### src/rtl/cls_cfg.svh
// Constants for the reference loss, skip and lock supervisor
`ifndef CLS_CFG_SVH
`define CLS_CFG_SVH

// ==========================================================
// Timing
`define CLS_CLK_FREQ_KHZ 125000
`define CLS_SKIP_WINDOW_MS 20
`define CLS_SKIP_CYCLES (`CLS_SKIP_WINDOW_MS * `CLS_CLK_FREQ_KHZ)
`define CLS_LOSS_CYCLES 24'h800000
`define CLS_LOCK_PERIODS 8'h64
`define CLS_CNT_W 24

// ==========================================================
// Register byte offsets
`define CLS_OFS_CTRL 8'h00
`define CLS_OFS_RATIO 8'h04
`define CLS_OFS_STATUS 8'h08
`define CLS_OFS_IRQ_STAT 8'h0c
`define CLS_OFS_IRQ_MASK 8'h10
`define CLS_OFS_DIVIDE 8'h14

// ==========================================================
// Control fields
`define CLS_CTRL_DIV_LSB 0
`define CLS_CTRL_SKIP_BIT 2
`define CLS_CTRL_UNL_BIT 3
`define CLS_CTRL_BW_LSB 4
`define CLS_CTRL_RESET 32'h00000000
`define CLS_RATIO_RESET 32'h00000100

// ==========================================================
// Interrupt bits
`define CLS_IRQ_LOCK 0
`define CLS_IRQ_UNLOCK 1
`define CLS_IRQ_TIMEOUT 2
`define CLS_IRQ_FREQ 3
`define CLS_IRQ_W 4

// ==========================================================
// Loop filter shift: narrowest band at select 0
`define CLS_SHIFT_BASE 4'h8

// ==========================================================
// Bus answers
`define CLS_RESP_OKAY 2'b00
`define CLS_RESP_SLVERR 2'b10

`endif

### src/rtl/cls_pkg.sv
// Types for the reference loss, skip and lock supervisor
package cls_pkg;
	// Supervisor states
	typedef enum logic [1:0] {
		ST_ACQ,
		ST_LOCK,
		ST_GAP,
		ST_LOST
	} cls_state_t;
	// Register word
	typedef logic [31:0] cls_word_t;
endpackage

### src/rtl/cls_sync.sv
// Two flip-flop synchroniser for asynchronous pins
`timescale 1ns/1ps
module cls_sync #(
	parameter int W = 1
) (
	input wire logic clock,
	input wire logic rst,
	input wire logic [W-1:0] d,
	output logic [W-1:0] q
);
	logic [W-1:0] meta_reg; // First stage, read only by second
	logic [W-1:0] sync_reg; // Second stage

	// Two stages, constant reset
	always_ff @(posedge clock or posedge rst) begin
		if (rst) begin
			meta_reg <= '0;
			sync_reg <= '0;
		end else begin
			meta_reg <= d;
			sync_reg <= meta_reg;
		end
	end

	assign q = sync_reg;
endmodule

### src/rtl/cls_ctrl.sv
// Reference loss, skip and lock supervisor with AXI4-Lite registers
//
// The AXI4-Lite slave port and the address map were chosen for this implementation.
`timescale 1ns/1ps
`include "cls_cfg.svh"
module cls_ctrl #(
	parameter logic [23:0] SKIP_CYCLES = 24'(`CLS_SKIP_CYCLES),
	parameter logic [23:0] LOSS_CYCLES = `CLS_LOSS_CYCLES
) (
	input wire logic clock,
	input wire logic rst,
	input wire logic reference_input_pin,
	input wire logic feedback_pin,
	output logic [1:0] ref_divider_sel,
	output cls_pkg::cls_word_t synth_divide,
	output logic pll_out_enable,
	output logic lock_status,
	output logic loop_bw_wide,
	output logic irq,
	input wire logic [7:0] s_axi_awaddr,
	input wire logic s_axi_awvalid,
	output logic s_axi_awready,
	input wire logic [31:0] s_axi_wdata,
	input wire logic [3:0] s_axi_wstrb,
	input wire logic s_axi_wvalid,
	output logic s_axi_wready,
	output logic [1:0] s_axi_bresp,
	output logic s_axi_bvalid,
	input wire logic s_axi_bready,
	input wire logic [7:0] s_axi_araddr,
	input wire logic s_axi_arvalid,
	output logic s_axi_arready,
	output logic [31:0] s_axi_rdata,
	output logic [1:0] s_axi_rresp,
	output logic s_axi_rvalid,
	input wire logic s_axi_rready
);
	import cls_pkg::*;

	// ==========================================================
	// Pin synchronisers and edge detect
	logic [1:0] pins_sync; // Synchronised reference and feedback
	logic ref_d_reg; // Previous reference level
	logic fb_d_reg; // Previous feedback level
	logic ref_edge; // Rising reference edge
	logic fb_edge; // Rising feedback edge

	cls_sync #(.W(2)) u_sync (
		.clock(clock),
		.rst(rst),
		.d({feedback_pin, reference_input_pin}),
		.q(pins_sync)
	);

	// Edge history
	always_ff @(posedge clock or posedge rst) begin
		if (rst) begin
			ref_d_reg <= 1'b0;
			fb_d_reg <= 1'b0;
		end else begin
			ref_d_reg <= pins_sync[0];
			fb_d_reg <= pins_sync[1];
		end
	end

	assign ref_edge = pins_sync[0] & ~ref_d_reg;
	assign fb_edge = pins_sync[1] & ~fb_d_reg;

	// ==========================================================
	// Configuration registers
	cls_word_t ctrl_reg; // Divider, skip, unlock policy, bandwidth
	cls_word_t ratio_reg; // Output edges wanted per reference period
	logic [3:0] irq_stat_reg; // Sticky events
	logic [3:0] irq_mask_reg; // Enables
	logic skip_en; // Skip tolerance enable
	logic unl_en; // Output on unlock enable
	logic [2:0] bw_sel; // Minimum loop bandwidth select

	assign ref_divider_sel = ctrl_reg[`CLS_CTRL_DIV_LSB +: 2];
	assign skip_en = ctrl_reg[`CLS_CTRL_SKIP_BIT];
	assign unl_en = ctrl_reg[`CLS_CTRL_UNL_BIT];
	assign bw_sel = ctrl_reg[`CLS_CTRL_BW_LSB +: 3];

	// ==========================================================
	// Reference interval measurement
	cls_state_t state_reg; // Supervisor state
	cls_state_t state_next;
	logic [23:0] since_reg; // Cycles since last reference edge
	logic [23:0] per_reg; // Last measured period
	logic per_ok_reg; // Period holds a valid measurement
	logic [23:0] diff; // Distance of interval from period
	logic [23:0] tol; // Allowed period deviation
	logic freq_chg; // Interval departs from period
	logic late; // Interval overruns period: pulses missing
	logic lost; // Loss timeout reached
	logic short_gap; // Gap ended inside skip window

	assign diff = (since_reg > per_reg) ? since_reg - per_reg :
		per_reg - since_reg;
	assign tol = {3'h0, per_reg[23:3]};
	assign freq_chg = ref_edge & per_ok_reg & (diff > tol);
	assign late = per_ok_reg & (since_reg > per_reg + tol + tol);
	assign lost = since_reg >= LOSS_CYCLES;
	assign short_gap = since_reg < SKIP_CYCLES;

	// Interval counter, saturating at the loss timeout
	always_ff @(posedge clock or posedge rst) begin
		if (rst) begin
			since_reg <= 24'h000000;
		end else if (ref_edge) begin
			since_reg <= 24'h000001;
		end else if (!lost) begin
			since_reg <= since_reg + 24'h000001;
		end
	end

	// Period capture; a gap or loss spoils the measurement
	always_ff @(posedge clock or posedge rst) begin
		if (rst) begin
			per_reg <= 24'h000000;
			per_ok_reg <= 1'b0;
		end else if (ref_edge) begin
			per_reg <= since_reg;
			per_ok_reg <= (state_reg == ST_ACQ) ||
				(state_reg == ST_LOCK);
		end
	end

	// ==========================================================
	// Supervisor state machine
	logic lock_reg; // Lock status flag
	logic lock_next;
	logic hold_reg; // Output held on through skip reacquisition
	logic hold_next;
	logic [7:0] stable_reg; // Consistent periods while acquiring
	logic [7:0] stable_next;
	logic [3:0] ev; // Events this cycle

	// Next state, lock flag and events
	always_comb begin
		state_next = state_reg;
		lock_next = lock_reg;
		hold_next = hold_reg;
		stable_next = stable_reg;
		ev = 4'h0;
		case (state_reg)
			ST_ACQ: begin
				// Count steady periods until the lock time has passed
				if (lost) begin
					state_next = ST_LOST;
					lock_next = 1'b0;
					hold_next = 1'b0;
					ev[`CLS_IRQ_TIMEOUT] = 1'b1;
					ev[`CLS_IRQ_UNLOCK] = lock_reg;
				end else if (freq_chg) begin
					stable_next = 8'h00;
				end else if (ref_edge && per_ok_reg) begin
					stable_next = stable_reg + 8'h01;
					if (stable_next >= `CLS_LOCK_PERIODS) begin
						state_next = ST_LOCK;
						lock_next = 1'b1;
						hold_next = 1'b0;
						ev[`CLS_IRQ_LOCK] = ~lock_reg;
					end
				end
			end
			ST_LOCK: begin
				// Edge off the period by more than the tolerance, early or late: unlock at once
				if (freq_chg) begin
					state_next = ST_ACQ;
					lock_next = 1'b0;
					stable_next = 8'h00;
					ev[`CLS_IRQ_FREQ] = 1'b1;
					ev[`CLS_IRQ_UNLOCK] = 1'b1;
				end else if (late) begin
					state_next = ST_GAP;
				end
			end
			ST_GAP: begin
				// Output keeps running while pulses are missing
				if (lost) begin
					state_next = ST_LOST;
					lock_next = 1'b0;
					ev[`CLS_IRQ_TIMEOUT] = 1'b1;
					ev[`CLS_IRQ_UNLOCK] = 1'b1;
				end else if (ref_edge) begin
					state_next = ST_ACQ;
					stable_next = 8'h00;
					if (short_gap && skip_en) begin
						hold_next = 1'b1;
					end else begin
						lock_next = 1'b0;
						ev[`CLS_IRQ_UNLOCK] = 1'b1;
					end
				end
			end
			ST_LOST: begin
				// Returning reference starts a fresh acquisition
				if (ref_edge) begin
					state_next = ST_ACQ;
					stable_next = 8'h00;
				end
			end
			default: begin
				state_next = ST_ACQ;
				lock_next = 1'b0;
			end
		endcase
	end

	// State registers
	always_ff @(posedge clock or posedge rst) begin
		if (rst) begin
			state_reg <= ST_ACQ;
			lock_reg <= 1'b0;
			hold_reg <= 1'b0;
			stable_reg <= 8'h00;
		end else begin
			state_reg <= state_next;
			lock_reg <= lock_next;
			hold_reg <= hold_next;
			stable_reg <= stable_next;
		end
	end

	// ==========================================================
	// Output gating
	logic out_en_reg; // Synthesized output enable
	logic out_en_next;

	assign out_en_next = lock_next | hold_next | unl_en |
		(state_next == ST_GAP);

	// Output enable flop
	always_ff @(posedge clock or posedge rst) begin
		if (rst) begin
			out_en_reg <= 1'b0;
		end else begin
			out_en_reg <= out_en_next;
		end
	end

	assign pll_out_enable = out_en_reg;
	assign lock_status = lock_reg;

	// ==========================================================
	// Digital loop: feedback count per reference period
	logic [31:0] fb_cnt_reg; // Feedback edges this period
	cls_word_t div_reg; // Synthesizer divide value
	logic wide; // Acquisition forces wide band unless skip hold is on
	logic [3:0] shift; // Loop gain shift
	logic signed [32:0] err; // Ratio error
	logic signed [32:0] step; // Filtered correction
	logic loop_upd; // Apply correction this cycle

	assign wide = (state_reg == ST_ACQ) & ~hold_reg;
	assign shift = wide ? 4'h0 :
		`CLS_SHIFT_BASE - {1'b0, bw_sel};
	assign err = $signed({1'b0, ratio_reg}) -
		$signed({1'b0, fb_cnt_reg});
	assign step = err >>> shift;
	assign loop_upd = ref_edge & per_ok_reg & ~freq_chg &
		((state_reg == ST_ACQ) || (state_reg == ST_LOCK));

	// Count output edges between reference edges
	always_ff @(posedge clock or posedge rst) begin
		if (rst) begin
			fb_cnt_reg <= 32'h00000000;
		end else if (ref_edge) begin
			fb_cnt_reg <= {31'h0, fb_edge};
		end else if (fb_edge) begin
			fb_cnt_reg <= fb_cnt_reg + 32'h00000001;
		end
	end

	// Integrate correction into the divide value; held in gaps
	always_ff @(posedge clock or posedge rst) begin
		if (rst) begin
			div_reg <= `CLS_RATIO_RESET;
		end else if (loop_upd) begin
			div_reg <= div_reg + step[31:0];
		end
	end

	assign synth_divide = div_reg;
	assign loop_bw_wide = wide;

	// ==========================================================
	// AXI4-Lite write path
	logic aw_hold_reg; // Write address held
	logic [7:0] awaddr_reg;
	logic w_hold_reg; // Write data held
	cls_word_t wdata_reg;
	logic [3:0] wstrb_reg;
	logic bvalid_reg;
	logic [1:0] bresp_reg;
	logic do_wr; // Both halves present
	logic wr_ok; // Address decodes
	cls_word_t wmask; // Byte lane mask
	logic [3:0] w1c; // Interrupt bits cleared

	assign s_axi_awready = ~aw_hold_reg;
	assign s_axi_wready = ~w_hold_reg;
	assign do_wr = aw_hold_reg & w_hold_reg & ~bvalid_reg;
	assign wmask = {{8{wstrb_reg[3]}}, {8{wstrb_reg[2]}},
		{8{wstrb_reg[1]}}, {8{wstrb_reg[0]}}};
	assign wr_ok = (awaddr_reg == `CLS_OFS_CTRL) ||
		(awaddr_reg == `CLS_OFS_RATIO) ||
		(awaddr_reg == `CLS_OFS_IRQ_STAT) ||
		(awaddr_reg == `CLS_OFS_IRQ_MASK);
	assign w1c = (do_wr && awaddr_reg == `CLS_OFS_IRQ_STAT) ?
		(wdata_reg[3:0] & wmask[3:0]) : 4'h0;

	// Capture address and data in either order, then answer
	always_ff @(posedge clock or posedge rst) begin
		if (rst) begin
			aw_hold_reg <= 1'b0;
			awaddr_reg <= 8'h00;
			w_hold_reg <= 1'b0;
			wdata_reg <= 32'h00000000;
			wstrb_reg <= 4'h0;
			bvalid_reg <= 1'b0;
			bresp_reg <= `CLS_RESP_OKAY;
		end else begin
			if (s_axi_awvalid && !aw_hold_reg) begin
				aw_hold_reg <= 1'b1;
				awaddr_reg <= {s_axi_awaddr[7:2], 2'b00};
			end
			if (s_axi_wvalid && !w_hold_reg) begin
				w_hold_reg <= 1'b1;
				wdata_reg <= s_axi_wdata;
				wstrb_reg <= s_axi_wstrb;
			end
			if (do_wr) begin
				aw_hold_reg <= 1'b0;
				w_hold_reg <= 1'b0;
				bvalid_reg <= 1'b1;
				bresp_reg <= wr_ok ? `CLS_RESP_OKAY : `CLS_RESP_SLVERR;
			end else if (s_axi_bready) begin
				bvalid_reg <= 1'b0;
			end
		end
	end

	assign s_axi_bvalid = bvalid_reg;
	assign s_axi_bresp = bresp_reg;

	// Register writes with byte lanes; new events beat the clear
	always_ff @(posedge clock or posedge rst) begin
		if (rst) begin
			ctrl_reg <= `CLS_CTRL_RESET;
			ratio_reg <= `CLS_RATIO_RESET;
			irq_mask_reg <= 4'h0;
			irq_stat_reg <= 4'h0;
		end else begin
			if (do_wr && awaddr_reg == `CLS_OFS_CTRL) begin
				ctrl_reg <= ((ctrl_reg & ~wmask) | (wdata_reg & wmask)) &
					32'h0000007f;
			end
			if (do_wr && awaddr_reg == `CLS_OFS_RATIO) begin
				ratio_reg <= (ratio_reg & ~wmask) | (wdata_reg & wmask);
			end
			if (do_wr && awaddr_reg == `CLS_OFS_IRQ_MASK) begin
				irq_mask_reg <= (irq_mask_reg & ~wmask[3:0]) |
					(wdata_reg[3:0] & wmask[3:0]);
			end
			irq_stat_reg <= (irq_stat_reg & ~w1c) | ev;
		end
	end

	assign irq = |(irq_stat_reg & irq_mask_reg);

	// ==========================================================
	// AXI4-Lite read path
	logic rvalid_reg;
	cls_word_t rdata_reg;
	logic [1:0] rresp_reg;
	logic [7:0] raddr; // Word-aligned read address
	cls_word_t rmux; // Selected read word
	logic rd_ok; // Address decodes
	cls_word_t status_word; // Live state

	assign s_axi_arready = ~rvalid_reg;
	assign raddr = {s_axi_araddr[7:2], 2'b00};
	assign status_word = {26'h0, state_reg, loop_bw_wide, hold_reg,
		out_en_reg, lock_reg};
	assign rd_ok = (raddr <= `CLS_OFS_DIVIDE);
	assign rmux = (raddr == `CLS_OFS_CTRL) ? ctrl_reg :
		(raddr == `CLS_OFS_RATIO) ? ratio_reg :
		(raddr == `CLS_OFS_STATUS) ? status_word :
		(raddr == `CLS_OFS_IRQ_STAT) ? {28'h0, irq_stat_reg} :
		(raddr == `CLS_OFS_IRQ_MASK) ? {28'h0, irq_mask_reg} :
		(raddr == `CLS_OFS_DIVIDE) ? div_reg : 32'h00000000;

	// Take a read address and hold the answer until taken
	always_ff @(posedge clock or posedge rst) begin
		if (rst) begin
			rvalid_reg <= 1'b0;
			rdata_reg <= 32'h00000000;
			rresp_reg <= `CLS_RESP_OKAY;
		end else if (s_axi_arvalid && !rvalid_reg) begin
			rvalid_reg <= 1'b1;
			rdata_reg <= rmux;
			rresp_reg <= rd_ok ? `CLS_RESP_OKAY : `CLS_RESP_SLVERR;
		end else if (s_axi_rready) begin
			rvalid_reg <= 1'b0;
		end
	end

	assign s_axi_rvalid = rvalid_reg;
	assign s_axi_rdata = rdata_reg;
	assign s_axi_rresp = rresp_reg;
endmodule

### config.mk
export PLATFORM = sky130hd
export DESIGN_NAME = cls_ctrl
export DESIGN_NICKNAME = d
export VERILOG_FILES = /design/src/rtl/cls_pkg.sv /design/src/rtl/cls_sync.sv /design/src/rtl/cls_ctrl.sv
export VERILOG_INCLUDE_DIRS = /design/src /design/src/rtl
export SDC_FILE = /design/constraint.sdc
export NUM_CORES = 1
export LEC_CHECK = 0
export BUFFER_PORTS_ARGS = -buffer_cell sky130_fd_sc_hd__buf_2
export CELL_PAD_IN_SITES_DETAIL_PLACEMENT = 1
export CELL_PAD_IN_SITES_GLOBAL_PLACEMENT = 1
export CORE_MARGIN = 2
export CORE_UTILIZATION = 50
export DETAILED_ROUTE_END_ITERATION = 8
export GPL_TIMING_DRIVEN = 0
export PLACE_DENSITY = 0.87
export SLEW_MARGIN = 20
export SYNTH_ARGS = -nofsm -noshare
export SYNTH_HDL_FRONTEND = slang
export SYNTH_SLANG_ARGS = --single-unit
### constraint.sdc
create_clock -name clock -period 20.2 [get_ports clock]
set_clock_uncertainty 0.1 [all_clocks]
set_input_delay 1.01 -clock clock [delete_from_list [all_inputs] [get_ports clock]]
set_output_delay 1.01 -clock clock [all_outputs]
set_load 0.01 [all_outputs]
* Word level (Yosys, flattened, before mapping) *
Index checks and enable logic that the tools add are counted.

word-level totals
  register bits after elaboration = 261
  input port bits = 61
  output and inout bits = 79
  logic and storage cells = 195

cells by class
  $add $sub $neg = 10
  magnitude comparators = 7
  equality and inequality tests = 17
  shift-type cells = 1
  mux-type cells = 70
  bitwise operators = 36
  reduce and logical (&&, ||, !) cells = 26

operators by type and width
  operator                                                    number
  2-to-1 mux 32 bit                                           8
  2-to-1 mux 24 bit                                           3
  AND 32 bit                                                  2
  adder 24 x 21 -> 24 bit                                     2
  greater-than comparator 24 bit                              2
  2-to-1 mux 8 bit                                            6
  subtractor 24 bit                                           2
  2-to-1 mux 1 bit                                            34
  >>> shifter 33 x 4 -> 32 bit                                1
  subtractor 32 x 32 -> 33 bit                                1
  adder 32 x 1 -> 32 bit (second input constant)              1
  adder 32 bit                                                1
  NOT 32 bit                                                  1
  OR 32 bit                                                   1
  case mux 8 bit (4 select lines)                             1
  adder 24 x 1 -> 24 bit (second input constant)              1
  greater-or-equal comparator 24 bit (second input constant)  1
  greater-than comparator 24 x 21 -> 1 bit                    1
  < comparator 24 x 22 -> 1 bit (second input constant)       1
  2-to-1 mux 2 bit                                            11
  == test 6 x 2 -> 1 bit (second input constant)              3
  == test 6 x 3 -> 1 bit (second input constant)              3
  AND 4 bit                                                   4
  logical NOT 8 bit                                           2
  other kinds (27)                                            74

* Logic depth before layout (Yosys ltp) *
Gate-level depths: netlist of the first run.

  word-level depth = 10
  depth in mapped cells = 29
  gate-level depth less buffers = 28

* Cells and area by module *
From an unflattened synthesis of the first run, not the netlist that was laid out.

second synthesis, totals
  cell total of the unflattened synthesis = 2319
  area, all modules = 20591.0 µm²

by module, submodules not included
  module    instances  cells each  area an instance (µm²)  sequential area each (µm²)
  cls_ctrl  1          2314        20487.1                 6383.6
  cls_sync  1          5           103.8                   100.1

* Worst setup path before layout of the first run *
Ideal clock, no wire load.

  path type = reg2reg
  from = register with a tool-made name
  to = register div_reg[30], in the netlist synth_divide[30]
  library setup time = 0.068 ns
  arrival time = 5.625 ns
  data required time = 20.032 ns
  setup slack = 14.407 ns
  stages on the path, launching flop included = 28
  buffers on the path = 0
  period minus slack after synthesis = 5.793 ns
  cells stage by stage = dfrtp_1 -> inv_1 -> ha_1 -> inv_1 -> fa_1 -> a211oi_1 -> o21a_1 -> nor4_4 -> nor4_1 -> or3_1 -> xor2_1 -> nand2_1 -> a21oi_1 -> a21oi_1 -> mux2i_1 -> o21ai_0 -> fa_1 -> a21o_1 -> a311o_1 -> a2111oi_2 -> nor4b_1 -> o2111ai_1 -> a31oi_1 -> a31oi_1 -> o21ai_0 -> a21oi_1 -> mux2_2 -> nand3_1

RTL lines
  what                    line             text
  end signal: assignment  cls_ctrl.sv:279  div_reg <= `CLS_RATIO_RESET;
  end signal: assignment  cls_ctrl.sv:281  div_reg <= div_reg + step[31:0];
  end: declaration        cls_ctrl.sv:249  cls_word_t div_reg;

* Final worst setup path of the first run *
  from = register since_reg[0]
  to = register div_reg[31], in the netlist synth_divide[31]

on the way
  cells in the longest elaborated chain, start to end = 7

RTL lines
  what                                        line             text
  start: declaration                          cls_ctrl.sv:88   logic [23:0] since_reg;
  start signal: assignment                    cls_ctrl.sv:113  since_reg <= since_reg + 24'h000001;
  subtractor 24 bit (tied with other cells)   cls_ctrl.sv:99   per_reg - since_reg;
  2-to-1 mux 24 bit *                         cls_ctrl.sv:98   assign diff = (since_reg > per_reg) ? since_reg - per_reg :
  greater-than comparator 24 x 21 -> 1 bit *  cls_ctrl.sv:101  assign freq_chg = ref_edge & per_ok_reg & (diff > tol);
  AND 1 bit *                                 cls_ctrl.sv:101
  NOT 1 bit *                                 cls_ctrl.sv:262  assign loop_upd = ref_edge & per_ok_reg & ~freq_chg &
  AND 1 bit * (2 in a row)                    cls_ctrl.sv:262

Mark *: on every way between the ends. The rest lies on a longest branch, timed or not.
A chain may end at the register's enable or synchronous reset.

==> results of run 1 <==
synthesized netlist by cell type (4+ instances only):
| library cell | instances | area [sq um] |
|---|---|---|
| a221o_1 | 4 | 40.0 |
| a222oi_1 | 4 | 40.0 |
| a221oi_1 | 32 | 280 |
| or4_1 | 5 | 37.5 |
| nand4_1 | 32 | 200 |
| o31ai_1 | 10 | 75.1 |
| a211oi_1 | 13 | 97.6 |
| nor2_1 | 222 | 833 |
| xor2_1 | 30 | 263 |
| dfrtp_1 | 257 | 6430 |
| or3_1 | 19 | 119 |
| fa_1 | 5 | 100 |
| mux2_2 | 125 | 1410 |
| a311oi_1 | 5 | 43.8 |
| a22oi_1 | 8 | 60.1 |
| xnor2_1 | 114 | 998 |
| nand3_1 | 47 | 235 |
| and4_1 | 4 | 35.0 |
| buf_2 | 11 | 55.1 |
| nor3_1 | 39 | 195 |
| a21boi_0 | 7 | 52.6 |
| or2_2 | 5 | 31.3 |
| o21bai_1 | 22 | 165 |
| o21ai_0 | 144 | 721 |
| a21o_1 | 42 | 315 |
| buf_4 | 5 | 37.5 |
| o211ai_1 | 22 | 165 |
| and2_1 | 10 | 62.6 |
| nand2_1 | 187 | 702 |
| nor4_1 | 15 | 93.8 |
| clkbuf_1 | 72 | 270 |
| a31oi_1 | 15 | 93.8 |
| inv_1 | 128 | 480 |
| a21oi_1 | 191 | 956 |
| nor4b_1 | 4 | 35.0 |
| o22ai_1 | 12 | 75.1 |
| o21a_1 | 22 | 165 |
| a211o_1 | 6 | 52.6 |
| nand2b_1 | 19 | 119 |
| ha_1 | 181 | 2260 |
| and3_1 | 13 | 81.3 |
| mux2i_1 | 53 | 531 |
| a31o_2 | 6 | 52.6 |
| nor2b_1 | 30 | 188 |
| buf_1 | 9 | 33.8 |
per-stage QoR:
step	cells	area, sq um	utilization, %	worst slack, ns
floorplan	2275	20100	-	11.97
global placement	2931	21400	53.9	9.05
detailed placement	2933	21400	54.1	12.43
CTS	2989	22600	56.9	12.35
global route	2989	22600	56.9	11.86
finish	2989	22600	56.9	12.16
cells in the final DEF, fill, tap and decap left out, drive strengths merged, types with 30 or more instances in the layout:
master / Yosys / routed
nand4: 33 / 33
mux2: 125 / 125
xor2: 30 / 30
nand2: 187 / 187
inv: 128 / 129
clkbuf: 72 / 114
nand3: 47 / 47
ha: 181 / 181
a21oi: 196 / 196
mux2i: 54 / 54
nor2: 222 / 222
o21ai: 147 / 147
xnor2: 115 / 115
a21o: 42 / 42
a221oi: 33 / 33
nor2b: 30 / 30
buf: 28 / 161
dfrtp: 257 / 257
nor3: 39 / 39
final cells by class:
type                    instances  area, sq um  area share, %
inverters                     128          488           2.16
clock buffers                  42          907           4.02
well taps                     525          657           2.91
repair buffers                133          711           3.15
plain buffers                 100          430           1.91
clock inverters                14          206          0.915
flip-flops and latches        259         6480           28.8
multi-input cells            1788        12700           56.2
layer usage:
metal | vias up | part of all wire [%]
li1 | 8487 | -
met1 | 9415 | 45
met2 | 523 | 46
met3 | 133 | 5.2
met4 | 0 | 2.9
met5 | - | 0
kinds of logic after synthesis:
family / count (synthesis)
adder cells (fa/ha/maj): 187
multiplexers: 180
flip-flops: 259
XOR/XNOR: 145
AND/OR/NAND/NOR: 662
buffers and inverters: 228
AO/OA/AOI/OAI: 612
other: 1
critical path, delay by kind of cell, from the launching register on:
family / cells / cell delay (ns)
simple gates: 4 / 0.83
fa+ha+maj: 3 / 0.97
compound gates: 10 / 3.00
xor+xnor: 2 / 0.28
buf+inv: 6 / 1.97
flops: 1 / 0.46
mux: 1 / 0.30
worst min path at each step:
| stage | from | endpoint | slack (ns) | cells after the start |
|---|---|---|---|---|
| 3_5_place_dp | u_sync.meta_reg[1] | u_sync.q[1] | 0.24 | 0 |
| 2_1_floorplan | u_sync.meta_reg[0] | u_sync.q[0] | 0.23 | 0 |
| 3_3_place_gp | u_sync.meta_reg[1] | u_sync.q[1] | 0.23 | 0 |
| 4_1_cts | u_sync.meta_reg[1] | u_sync.q[1] | 0.25 | 0 |
| 5_1_grt | u_sync.meta_reg[1] | u_sync.q[1] | 0.25 | 0 |
| 6_report | u_sync.meta_reg[0] | u_sync.q[0] | 0.25 | 0 |
==> out/qor.txt, run 1 <==
Synth Area in Adders: 11.8%
clk_lat worst skew: 0.59 ns
DRT iter0 DRCs: 1430
Avg Cell Area, Syn: 8.82 sq um
CTS tree: built
setup TNS: 0 ns
Placement Rows: 73
Compound-Gate Fraction of Synth Area: 19.6%
CP Capture Type: register
layout net count: 2688
Routed WL: 70600 microns
sequential element share of the synthesized area: 32.3%
DR WL/cell: 23.6 microns
period utilisation layout: 39.8%
clock buffer depth: 3
CTS Root Cell: clkbuf_16
antenna viol nets, final: 0
Critical Path AT: 8.41 ns
yosys warns: 0
mapped cell area: 20000 sq um
worst r2r path cells: 26
DRC viols: 0
most common flop cell mapped by yosys: dfrtp_1
Synth Register Bits: 259
total of max-cap violations: 0
Synth Area in XOR/XNOR: 6.37%
IO Pins: 140
reg2reg end: synth_divide[31]
gpl congestion: 0.946
Mapped Cells: 2274
CP Max Fanout: 10
Fillers: 4702
Min Hold Slack: 0.249 ns
number of CTS-inserted buffers: 31
ratio of cells with drive above 1 in the final layout: 14.9%
maximum number of pins on one net before global-route repair: 104
Setup Fix Bufs, Post-CTS: 0
HPWL Detailed: 55600 microns
busiest layer in global routing: met2
clock-pin slew on the worst setup and hold paths: 0.06 ns
level count of the clock H-tree: 1
first-pass GRT wire length: 112000 microns
clock sink count: 259
Cell variety after synth: 85
critical path class: reg2reg
hold_buf cts: 0
die area: 41700 sq um
average via count per standard cell: 6.21
critical path startpoint: since_reg[0]
max-slew violations: 0
Slowest-stage cell, CP: clkbuf_1
fmax: 124 MHz
slowest stage delay, CP: 0.62 ns
initial antenna violation count: 1
met1 GRT Util: 46.7%
crit path to: synth_divide[31]
Synth Area in Simple Gates: 15.4%
initial core utilization: 50.6%
met3 usage: 3.99%
DR vias: 18.6k
Die H: 204 microns
R2R Path Start: since_reg[0]
met2 usage: 55.7%
Final Hold Viols: 0
worst rel slew slack: 28.5%
status: finished, final reports clean
worst slew pin tran: 1.07 ns
flop2flop setup slack: 12.16 ns
largest family of logic cells by synthesized area: compound AO/OA/AOI/OAI gates
PortBufs: 131
die extent in x: 204 microns
crit start category: register
total gr overflow: 0
core area: 39600 sq um
CP Data Required Time: 20.57 ns
post-synthesis async set-or-reset flop share: 100%
Post-synth EDFFs: 0
Synth-to-Final Area Change: 12.5%
minimum clock period: 8.04 ns
Pre-antenna DRT Iters: 5
RSZ-0062 raised after global routing: no
vias in the first global route: 19.7k
gr usage total: 33.9%
post-CTS sizing: 0
number of inserted diodes: 0
mux share of post-synthesis cell area: 9.85%
Setup-failing EPs final: 0
Hold Crit Class: reg2reg
Power of run 1 is not shown: default switching activity piles up to over one toggle a cycle in this logic, so the estimate is an artifact.
==> run 2, diff against run 1 <==
Settings changed: ABC_AREA set to 1, CORE_UTILIZATION 50 to 46, PLACE_DENSITY 0.87 to 0.84.
Clock period 20.2 ns to 8.35 ns, I/O delays scaled along.
==> out/qor.txt, run 2 <==
worst rel slew slack: 38.8% (+10 points)
commonest non-fill, non-tap cells in the layout: nand2_1 (748), inv_1 (355), dfrtp_1 (257), nand3_1 (235), a21oi_1 (217)
first-pass GRT wire length: 134000 microns (+20%)
Die H: 218 microns (+6.8%)
slowest stage delay, CP: 0.52 ns (-0.10 ns)
crit path setup slack, layout: 2.18 ns (-9.98 ns)
Placement Setup Slack: 2.35 ns (-10.08 ns)
Synth Register Bits: 259 (unchanged)
layout net count: 3427 (+27%)
level count of the clock H-tree: 1 (unchanged)
met1 GRT Util: 51.0% (+4.2 points)
Fillers: 5924 (+26%)
DRT iter0 DRCs: 1792 (+25%)
max-slew violations: 0 (unchanged)
gpl congestion: 0.944 (-0.29%)
Compound-Gate Fraction of Synth Area: 15.7% (-3.9 points)
Crit path buffers/inverters: 7 (+1)
busiest layer in global routing: met2
period utilisation layout: 73.9% (+34 points)
Avg Cell Area, Syn: 7.10 sq um (-20%)
Synth-to-Final Area Change: 14.2%
worst slew pin tran: 0.919 ns (-0.155 ns)
commonest cells in the synthesized netlist: nand2_1 (748), inv_1 (356), dfrtp_1 (257)
cell family with most CP delay: simple AND/OR/NAND/NOR gates
CP Capture Type: register
Mapped Cells: 2970 (+31%)
DR WL/cell: 22.9 microns (-2.9%)
gr usage total: 36.4% (+2.5 points)
IO Pins: 140 (unchanged)
RSZ-0062 raised after global routing: no
cell taking the most area after synthesis: dfrtp_1
largest family of logic cells by synthesized area: simple AND/OR/NAND/NOR gates
Pre-antenna DRT Iters: 6 (+1)
crit start category: register
Synth top area share: 30.5% (-1.6 points)
post-synthesis async set-or-reset flop share: 100% (unchanged)
minimum clock period: 6.17 ns (-1.87 ns)
antenna viol nets, final: 0 (unchanged)
Placement Rows: 78 (+6.8%)
Final Hold Viols: 0 (unchanged)
mux share of post-synthesis cell area: 3.08% (-6.8 points)
clock sink count: 259 (unchanged)
average via count per standard cell: 5.90 (-4.9%)
CP Max Fanout: 10 (unchanged)
initial antenna violation count: 3 (+2)
DRC viols: 0 (unchanged)
initial core utilization: 46.5% (-4.0 points)
status: finished, final reports clean
yosys warns: 0 (unchanged)
Synth Area in XOR/XNOR: 3.57% (-2.8 points)
Setup Fix Bufs, Post-CTS: 0 (unchanged)
most frequent cell after synthesis: nand2_1
die extent in x: 218 microns (+6.8%)
CTS tree: built
top cells by area, synth: dfrtp_1 (31%), nand2_1 (13%), ha_1 (11%)
met3 usage: 6.89% (+2.9 points)
sequential element share of the synthesized area: 30.8% (-1.6 points)
Post-synth EDFFs: 0 (unchanged)
die area: 47500 sq um (+14%)
Slowest-stage cell, CP: o311ai_0
number of CTS-inserted buffers: 30 (-3.2%)
HPWL Detailed: 68300 microns (+23%)
met2 usage: 56.0% (+0.29 points)
Setup-failing EPs final: 0 (unchanged)
mapped cell area: 21100 sq um (+5.1%)
core area: 45300 sq um (+14%)
clk_lat worst skew: 0.63 ns (+0.04 ns)
total gr overflow: 0 (unchanged)
fmax: 162 MHz (+30%)
fin area: 24100 sq um (+6.7%)
Synth Area in Simple Gates: 27.4% (+12 points)
Routed WL: 87200 microns (+24%)
Multi-input gate area: 12900 sq um (+1.6%)
PortBufs: 133 (+1.5%)
clock buffer depth: 3 (unchanged)
post-CTS sizing: 0 (unchanged)
most common flop cell mapped by yosys: dfrtp_1
Critical Path AT: 6.52 ns (-1.89 ns)
total of max-cap violations: 0 (unchanged)
DR vias: 22.5k (+21%)
critical path class: reg2reg
CTS Root Cell: clkbuf_16
ratio of cells with drive above 1 in the final layout: 10.0% (-4.9 points)
CP Data Required Time: 8.70 ns (-11.87 ns)
clock-pin slew on the worst setup and hold paths: 0.07 ns (about the same)
vias in the first global route: 23.1k (+17%)
placed inst area: 22600 sq um (+5.2%)
Synth Area in Adders: 11.2% (-0.62 points)
most common cell after layout, fill and taps aside: nand2_1
FF/Latch Area: 6480 sq um (unchanged)
Hold Crit Class: in2reg
Cell variety after synth: 63 (-26%)
Most Frequent Cell on Critical Path: nand2_1
maximum number of pins on one net before global-route repair: 103 (-0.96%)
==> run 2: kinds of logic (layout without fill, tap and decap cells) <==
logic type | after synthesis | count (layout)
buffers and inverters | 444 | 677
flip-flops | 259 | 259
multiplexers | 58 | 58
other | 1 | 3
AND/OR/NAND/NOR | 1351 | 1351
AO/OA/AOI/OAI | 585 | 585
XOR/XNOR | 86 | 86
adder cells (fa/ha/maj) | 186 | 186
==> run 2: metrics by stage <==
| step | hold WS [ns] | util, % | instances | TNS, ns |
|---|---|---|---|---|
| final | 0.00703 | 53.1 | 3805 | 0 |
| after global routing | 0.0104 | 53.1 | 3804 | 0 |
| after floorplan | 0.231 | - | 2971 | 0 |
| after CTS | 0.00139 | 53.1 | 3804 | 0 |
| after global placement | 0.237 | 49.7 | 3704 | -586.65 |
| after detailed placement | 0.240 | 49.8 | 3706 | 0 |
==> run 2: final cells by class <==
cell class | instances | share of cell area [%]
diodes | 1 | 0.0104
well taps | 600 | 3.12
repair buffers | 177 | 4.74
inverters | 369 | 5.80
multi-input cells | 2268 | 53.5
clock buffers | 42 | 3.60
clock inverters | 14 | 0.863
plain buffers | 75 | 1.43
flip-flops and latches | 259 | 26.9
==> run 2: per-layer routing <==
| layer | vias to the layer above | wire (microns) |
|---|---|---|
| li1 | 10400 | - |
| met1 | 11100 | 38800 |
| met2 | 837 | 37800 |
| met3 | 193 | 7140 |
| met4 | 2 | 3510 |
| met5 | - | 5 |
==> run 2: what timing repair did <==
item	4_1_cts	5_1_grt
hold endpoints to repair	126	0
hold buffers	42	0
setup endpoints to repair	0	0
==> run 2: path summary, 6_finish.rpt <==
path                                    startpoint  slack [ns]          endpoint  cells past startpoint
max in group asynchronous                      rst        6.46          fb_d_reg                      5
min in group asynchronous                      rst        0.33    s_axi_rresp[1]                      3
worst min-delay path               s_axi_awaddr[3]       0.007     awaddr_reg[3]                      3
worst min register to register  u_sync.meta_reg[0]        0.26       u_sync.q[0]                      0
worst max register to register       since_reg[14]        2.18  synth_divide[23]                     34
worst max-delay path                 since_reg[14]        2.18  synth_divide[23]                     34
==> run 2: worst reg2reg max path, delay by kind of cell, from the launching register on <==
| kind | cells | cell delay (ns) |
|---|---|---|
| simple gates | 19 | 2.18 |
| buf+inv | 7 | 1.26 |
| compound gates | 5 | 1.21 |
| fa+ha+maj | 2 | 0.70 |
| flops | 1 | 0.39 |
| xor+xnor | 1 | 0.18 |
Power of run 2 is left out for the same reason.
